===== src/pio_pkg.sv =====
`default_nettype none
package pio_pkg;

    // ************************************************************
    // Geometry
    // ************************************************************
    localparam int unsigned NUM_PORTS  = 10;
    localparam int unsigned PORT_WIDTH = 8;
    localparam int unsigned BUS_WIDTH  = 32;
    localparam int unsigned ADDR_WIDTH = 8;

    // ************************************************************
    // Address decode
    // ************************************************************
    localparam int unsigned IDX_MSB     = 7;
    localparam int unsigned IDX_LSB     = 2;
    localparam int unsigned IDX_WIDTH   = IDX_MSB - IDX_LSB + 1;
    localparam logic [5:0]  VALUE_IDX_0 = 6'h00;
    localparam logic [5:0]  DIR_IDX_0   = 6'h01;
    localparam logic [5:0]  IDX_STRIDE  = 6'h02;
    localparam logic [5:0]  IDX_LAST    = 6'h13;

    // ************************************************************
    // Reset values
    // ************************************************************
    localparam logic [7:0] VALUE_RESET      = 8'h00;
    localparam logic [7:0] DIR_RESET_INPUT  = 8'h00;
    localparam logic [7:0] DIR_RESET_OUTPUT = 8'hFF;
    localparam logic [7:0] SENSE_RESET      = 8'h00;
    localparam logic [31:0] RDATA_UNMAPPED  = 32'h0000_0000;

endpackage
`default_nettype wire


===== src/pio_port_slice.sv =====
`default_nettype none
module pio_port_slice
    import pio_pkg::*;
#(
    parameter logic [pio_pkg::PORT_WIDTH-1:0] DIR_RESET = pio_pkg::DIR_RESET_INPUT
) (
    input  wire logic                           clk_sys_i,
    input  wire logic                           rst_b_i,
    input  wire logic                           value_wr_i,
    input  wire logic                           dir_wr_i,
    input  wire logic [pio_pkg::PORT_WIDTH-1:0] wdata_i,
    input  wire logic [pio_pkg::PORT_WIDTH-1:0] pin_sense_i,
    output logic      [pio_pkg::PORT_WIDTH-1:0] pin_drive_o,
    output logic      [pio_pkg::PORT_WIDTH-1:0] drive_enable_n_o,
    output logic      [pio_pkg::PORT_WIDTH-1:0] dir_o,
    output logic      [pio_pkg::PORT_WIDTH-1:0] level_o
);
    import pio_pkg::*;

    logic [PORT_WIDTH-1:0] value_reg;
    logic [PORT_WIDTH-1:0] dir_reg;
    logic [PORT_WIDTH-1:0] sync1_reg;
    logic [PORT_WIDTH-1:0] sync2_reg;
    logic [PORT_WIDTH-1:0] sync3_reg;
    logic [PORT_WIDTH-1:0] level_reg;

    // ************************************************************
    // Software-owned registers
    // ************************************************************
    always_ff @(posedge clk_sys_i or negedge rst_b_i) begin
        if (!rst_b_i) begin
            value_reg <= VALUE_RESET;
        end else if (value_wr_i) begin
            value_reg <= wdata_i;
        end
    end

    always_ff @(posedge clk_sys_i or negedge rst_b_i) begin
        if (!rst_b_i) begin
            dir_reg <= DIR_RESET;
        end else if (dir_wr_i) begin
            dir_reg <= wdata_i;
        end
    end

    // ************************************************************
    // Pad input capture
    // ************************************************************
    // Pads are asynchronous; a bit moves only once stages two and three agree
    always_ff @(posedge clk_sys_i or negedge rst_b_i) begin
        if (!rst_b_i) begin
            sync1_reg <= SENSE_RESET;
            sync2_reg <= SENSE_RESET;
            sync3_reg <= SENSE_RESET;
        end else begin
            sync1_reg <= pin_sense_i;
            sync2_reg <= sync1_reg;
            sync3_reg <= sync2_reg;
        end
    end

    always_ff @(posedge clk_sys_i or negedge rst_b_i) begin
        if (!rst_b_i) begin
            level_reg <= SENSE_RESET;
        end else begin
            level_reg <= (sync2_reg & sync3_reg) | (level_reg & (sync2_reg | sync3_reg));
        end
    end

    // Value drives pads always; enable decides whether the pad drives it
    assign pin_drive_o      = value_reg;
    assign drive_enable_n_o = ~dir_reg;
    assign dir_o            = dir_reg;
    assign level_o          = level_reg;

endmodule
`default_nettype wire


===== src/pio_ports.sv =====
// Summary of operation
// - Eighty pins are provided as ten independent eight-bit ports A through J.
// - Each pin is set as input or output by its own direction bit.
// - After reset ports A, C, E, G and I are inputs and B, D, F, H and J are outputs.
// - Each port owns an eight-bit value register and an eight-bit direction register.
// - Reading a value register returns the pin levels of all eight pins.
// - Writing a value register sets the levels driven on output pins.
// - The active-low reset returns all registers to their defaults.
// - Register decode uses address bits seven down to two only.
// - Read data is captured only for a selected read access.
// - A write access with byte lane zero enabled stores data and a read access returns data.
// - The block acts on the bus only while it is selected.
// - A pin is driven only while its direction bit is one.
// - Each port gives eight active-low output enables from its direction register.
// - Each port takes eight pad inputs and returns them as value read data.
`default_nettype none
module pio_ports
    import pio_pkg::*;
(
    input  wire logic                            clk_sys_i,
    input  wire logic                            rst_b_i,
    input  wire logic [pio_pkg::ADDR_WIDTH-1:0]  avs_address_i,
    input  wire logic                            avs_read_i,
    input  wire logic                            avs_write_i,
    input  wire logic [pio_pkg::BUS_WIDTH-1:0]   avs_writedata_i,
    input  wire logic [3:0]                      avs_byteenable_i,
    output logic      [pio_pkg::BUS_WIDTH-1:0]   avs_readdata_o,
    output logic                                 avs_waitrequest_o,
    input  wire logic [pio_pkg::NUM_PORTS*pio_pkg::PORT_WIDTH-1:0] port_pin_sense_i,
    output logic      [pio_pkg::NUM_PORTS*pio_pkg::PORT_WIDTH-1:0] port_pin_drive_o,
    output logic      [pio_pkg::NUM_PORTS*pio_pkg::PORT_WIDTH-1:0] port_drive_enable_n_o
);
    import pio_pkg::*;

    logic                  ack_reg;
    logic [BUS_WIDTH-1:0]  rdata_reg;
    logic [BUS_WIDTH-1:0]  rdata_next;
    logic                  select;
    logic                  wr_fire;
    logic [IDX_WIDTH-1:0]  idx;
    logic [NUM_PORTS-1:0]  value_wr;
    logic [NUM_PORTS-1:0]  dir_wr;
    logic [PORT_WIDTH-1:0] level_all [NUM_PORTS];
    logic [PORT_WIDTH-1:0] dir_all   [NUM_PORTS];

    // ************************************************************
    // Decode helpers
    // ************************************************************
    function automatic logic [IDX_WIDTH-1:0] value_idx(input int unsigned port);
        value_idx = VALUE_IDX_0 + IDX_STRIDE * port[IDX_WIDTH-1:0];
    endfunction

    function automatic logic [IDX_WIDTH-1:0] dir_idx(input int unsigned port);
        dir_idx = DIR_IDX_0 + IDX_STRIDE * port[IDX_WIDTH-1:0];
    endfunction

    // ************************************************************
    // Bus handshake
    // ************************************************************
    // One wait state per access: read data is registered before release
    assign select            = avs_read_i | avs_write_i;
    assign avs_waitrequest_o = select & ~ack_reg;
    assign wr_fire           = avs_write_i & ack_reg & avs_byteenable_i[0];
    assign idx               = avs_address_i[IDX_MSB:IDX_LSB];

    always_ff @(posedge clk_sys_i or negedge rst_b_i) begin
        if (!rst_b_i) begin
            ack_reg <= 1'b0;
        end else begin
            ack_reg <= select & ~ack_reg;
        end
    end

    always_comb begin
        rdata_next = RDATA_UNMAPPED;
        for (int p = 0; p < NUM_PORTS; p++) begin
            if (idx == value_idx(p)) begin
                rdata_next[PORT_WIDTH-1:0] = level_all[p];
            end
            if (idx == dir_idx(p)) begin
                rdata_next[PORT_WIDTH-1:0] = dir_all[p];
            end
        end
    end

    always_ff @(posedge clk_sys_i or negedge rst_b_i) begin
        if (!rst_b_i) begin
            rdata_reg <= RDATA_UNMAPPED;
        end else if (avs_read_i && !ack_reg) begin
            rdata_reg <= rdata_next;
        end
    end

    assign avs_readdata_o = rdata_reg;

    // ************************************************************
    // Ports A to J
    // ************************************************************
    generate
        for (genvar g = 0; g < NUM_PORTS; g++) begin : g_port
            localparam logic [PORT_WIDTH-1:0] DIR_DEF =
                (g % 2 == 0) ? DIR_RESET_INPUT : DIR_RESET_OUTPUT;

            assign value_wr[g] = wr_fire && (idx == value_idx(g));
            assign dir_wr[g]   = wr_fire && (idx == dir_idx(g));

            pio_port_slice #(
                .DIR_RESET (DIR_DEF)
            ) u_slice (
                .clk_sys_i        (clk_sys_i),
                .rst_b_i          (rst_b_i),
                .value_wr_i       (value_wr[g]),
                .dir_wr_i         (dir_wr[g]),
                .wdata_i          (avs_writedata_i[PORT_WIDTH-1:0]),
                .pin_sense_i      (port_pin_sense_i[g*PORT_WIDTH +: PORT_WIDTH]),
                .pin_drive_o      (port_pin_drive_o[g*PORT_WIDTH +: PORT_WIDTH]),
                .drive_enable_n_o (port_drive_enable_n_o[g*PORT_WIDTH +: PORT_WIDTH]),
                .dir_o            (dir_all[g]),
                .level_o          (level_all[g])
            );
        end
    endgenerate

endmodule
`default_nettype wire


===== config.mk =====
export PLATFORM = sky130hd
export DESIGN_NAME = pio_ports
export DESIGN_NICKNAME = d
export VERILOG_FILES = /design/src/pio_pkg.sv /design/src/pio_port_slice.sv /design/src/pio_ports.sv
export SDC_FILE = /design/constraint.sdc
export NUM_CORES = 1
export LEC_CHECK = 0
export ABC_AREA = 0
export BUFFER_PORTS_ARGS = -buffer_cell sky130_fd_sc_hd__buf_2
export CAP_MARGIN = 10
export CORE_ASPECT_RATIO = 1.5
export CORE_UTILIZATION = 50
export CTS_CLUSTER_DIAMETER = 30
export DETAILED_ROUTE_END_ITERATION = 8
export PLACE_DENSITY = 0.76
export SKIP_LAST_GASP = 1
export SYNTH_ARGS = -nofsm -noshare
export SYNTH_HDL_FRONTEND = slang
export SYNTH_HIERARCHICAL = 1
export SYNTH_SLANG_ARGS = --single-unit
export TNS_END_PERCENT = 100

===== constraint.sdc =====
create_clock -name clk_sys_i -period 3.2 [get_ports clk_sys_i]
set_clock_uncertainty 0.05 [all_clocks]
set_input_delay 0.48 -clock clk_sys_i [delete_from_list [all_inputs] [get_ports clk_sys_i]]
set_output_delay 0.48 -clock clk_sys_i [all_outputs]
set_load 0.01 [all_outputs]

==> out/metrics.csv <==
metric,value,unit
status,completed,
setup_tns,0,ns
gr usage total,25.5,%
# DRC,0,
"FFs w/ async S/R, synth",100,%
Die X,158,um
Syn Inst Count,1150,
Synth area leaders,"dfrtp_1 61%, mux2_4 13%, dfstp_2 5.7%, maj3_1 4.4%, inv_1 1.7%",
post-route insts no fill,2091,
Gate power share,7.3,%
Chip Height,237,um
Overall Power,15.0,mW
GR Overflow Total,0,
Sink Count,489,
largest family of logic cells by synthesized area,multiplexers,
RSZ-0062 raised after global routing,false,
CTS max path bufs,3,
pre-CTS WS,0.355,ns
CP startpoint,avs_address_i[3],
power density over cell area,644,nW/um^2
final worst path period share,83.3,%
Leak,10.5,nW
layout cells sized above 1,41.3,%
"area leader, netlist",dfrtp_1,
CTS Buf Count,61,
Placement Cell Area,20300,um^2
Min-Delay Path Class,in2reg,
Reg power frac,45.6,%
"antenna viol nets, final",0,
"CTS clk-pin slew, worst paths",0.06,ns
PnR worst setup slack,0.536,ns
Synth Flop Type,dfrtp_1,
first-pass GRT wire length,70300,um
CP Depth,7,
Post-synth EDFFs,0,
Final Cell Area,23200,um^2
Slew HR,42.7,%
starting density of the core,50.9,%
Slowest cell on crit path,a211oi_1,
Initial DRT Pass Iterations,5,
Slew @ Worst Pin,0.857,ns
Area growth syn-to-layout,26.5,%
vias after detailed routing,11100,
Crit Path Class,in2reg,
Int Power,11.3,mW
die area,37500,um^2
Buf/Inv on CP,2,
"Largest stage delay, worst path",0.63,ns
port bufs,267,
R2R depth,5,
Nets,1687,
TritonCTS clock tree,yes,
"Data required, critical path",3.62,ns
CP endpoint kind,flip-flop,
adder-cell share of the synthesized area,4.36,%
Root Buffer,clkbuf_16,
Worst VDD drop,0.604,mV
post-layout minimum cycle time,2.66,ns
"Clk Latency, worst-skew pair",0.61,ns
critical path startpoint category,input port,
1st-iter DRT viols,913,
worst setup path end,avs_readdata_o[5]$_DFFE_PN0P_,
largest net degree at the start of global routing,102,
CP cell instances,buf_2 -> buf_4 -> nor2b_1 -> a211oi_1 -> o21ai_0 -> a31oi_1 -> o31ai_2,
CTS H-tree depth,2,
switching pwr,3.66,mW
DR WL/cell,22.2,um
post-synthesis simple-gate area fraction,4.54,%
I/O Pins,321,
number of global-route vias before repair,11600,
Synth cell types,82,
internal reg-to-reg setup slack,0.92,ns
final setup fails,0,
"CP delay by family, top",compound AO/OA/AOI/OAI gates,
initial antenna violation count,6,
"Slew Viols, Final",0,
Switching Share,24.4,%
Post-Syn Area per Cell,16.0,um^2
post_cts resized,0,
Site Rows,85,
RR Endpoint,avs_readdata_o[5]$_DFFE_PN0P_,
worst r2r src,g_port[8].u_slice/dir_o[5]$_DFFE_PN0P_,
WP data arrival,3.08,ns
Synth top area share,61.2,%
multiplexer share of the synthesized area,14.5,%
DP HPWL,30700,um
DR vias/cell,5.30,
Post-Place Cells,1893,
Clock power frac,47.2,%
cell area after synthesis,18400,um^2
sequential share of the synthesized area,66.9,%
Routed Wire Length,46400,um
"critical path fanouts, max",29,
placer congestion estimate,0.971,
max cap viols,0,
fmax,375,MHz
Ys Warns,6,
Synth Area in Compound Gates,4.73,%
"flops & latches, synth",489,
core area,36100,um^2
xor/xnor cell area share of the yosys netlist,0,%
Final Hold Vio Count,0,
metal layers:
layer  part of all wire [%]  vias up  global-route usage, %
met4                    5.6       10                   14.1
met3                    6.3      148                   4.78
met2                     49      540                   41.7
li1                       -     4817                      -
met5                   0.13        -                      0
met1                     39     5559                   31.7
how the worst min path moves through the flow:
stage	from	endpoint	slack (ns)	depth (start not counted)
after floorplan	rst_b_i	ack_reg$_DFF_PN0_	0.13	0
after global placement	g_port[7].u_slice/sync1_reg[4]$_DFF_PN0_	g_port[7].u_slice/sync2_reg[4]$_DFF_PN0_	0.28	0
after detailed placement	g_port[2].u_slice/sync1_reg[7]$_DFF_PN0_	g_port[2].u_slice/sync2_reg[7]$_DFF_PN0_	0.28	0
after CTS	avs_write_i	ack_reg$_DFF_PN0_	0.13	3
after global routing	avs_write_i	ack_reg$_DFF_PN0_	0.16	3
final	avs_write_i	ack_reg$_DFF_PN0_	0.14	3
timing repair:
action / CTS / global route
setup buffers: 0 / 0
endpoints found under the hold margin: 143 / 0
hold buffers: 81 / 0
kinds of logic after synthesis:
family	Yosys count
other	1
AND/OR/NAND/NOR	134
buffers and inverters	156
adder cells (fa/ha/maj)	80
multiplexers	178
flip-flops	489
AO/OA/AOI/OAI	112
cells in the final DEF (no fill, tap or decap), types with 5 or more instances in the layout:
| cell | count |
|---|---|
| mux2_4 | 160 |
| inv_6 | 13 |
| nor2_1 | 28 |
| nand2_1 | 17 |
| o22ai_1 | 9 |
| mux4_2 | 6 |
| clkbuf_16 | 61 |
| a211oi_1 | 5 |
| mux2i_1 | 5 |
| a21oi_1 | 14 |
| or4_1 | 5 |
| mux2_2 | 7 |
| nor2b_1 | 6 |
| and3_1 | 8 |
| o21ai_0 | 12 |
| dfrtp_1 | 449 |
| nor3_2 | 6 |
| inv_8 | 9 |
| buf_2 | 266 |
| a22o_1 | 6 |
| conb_1 | 24 |
| clkbuf_1 | 9 |
| dfstp_2 | 40 |
| dlygate4sd3_1 | 81 |
| clkbuf_8 | 5 |
| clkinvlp_4 | 5 |
| buf_4 | 44 |
| a2111oi_0 | 6 |
| and2_1 | 5 |
| o221ai_1 | 5 |
| nor3_1 | 10 |
| nand3_1 | 11 |
| maj3_1 | 80 |
| a31oi_1 | 7 |
| inv_1 | 81 |
| bufinv_16 | 6 |
per-stage QoR:
step,utilization (%),hold WS [ns]
after detailed placement,56.2,0.285
after floorplan,-,0.134
after CTS,64.4,0.129
final,64.4,0.137
after global routing,64.4,0.159
after global placement,56.2,0.282
synth_stat cells, types with 11 or more instances:
master,n
inv_1,81
nor2_1,28
mux2_4,160
o21ai_0,12
buf_4,33
dfrtp_1,449
a21oi_1,14
buf_2,11
buf_6,24
maj3_1,80
nor3_1,16
dfstp_2,40
nand2_1,17
nand3_1,11
worst min-delay path: cells and delay by family:
kind,cells,cell delay (ns)
buffers and inverters,1,0.11
AND/OR/NAND/NOR,2,0.15
power by group through the flow:
stage               Combinational, mW  Clock (mW)  Sequential (mW)
CTS                              1.08        7.17             6.82
global route                     1.17        7.47             6.85
finish                           1.09        7.06             6.82
floorplan                       0.492           0             6.85
global placement                0.973           0             6.90
detailed placement              0.996           0             6.92
cell type report:
| class | count | area [um^2] |
|---|---|---|
| repair buffers | 396 | 2570 |
| well taps | 478 | 598 |
| fillers | 2499 | 12800 |
| clock inverters | 41 | 526 |
| flip-flops and latches | 489 | 12300 |
| diodes | 1 | 2.50 |
| inverters | 83 | 312 |
| multi-input cells | 528 | 5310 |
| clock buffers | 75 | 1630 |
Power figures use the tool's default switching activity.
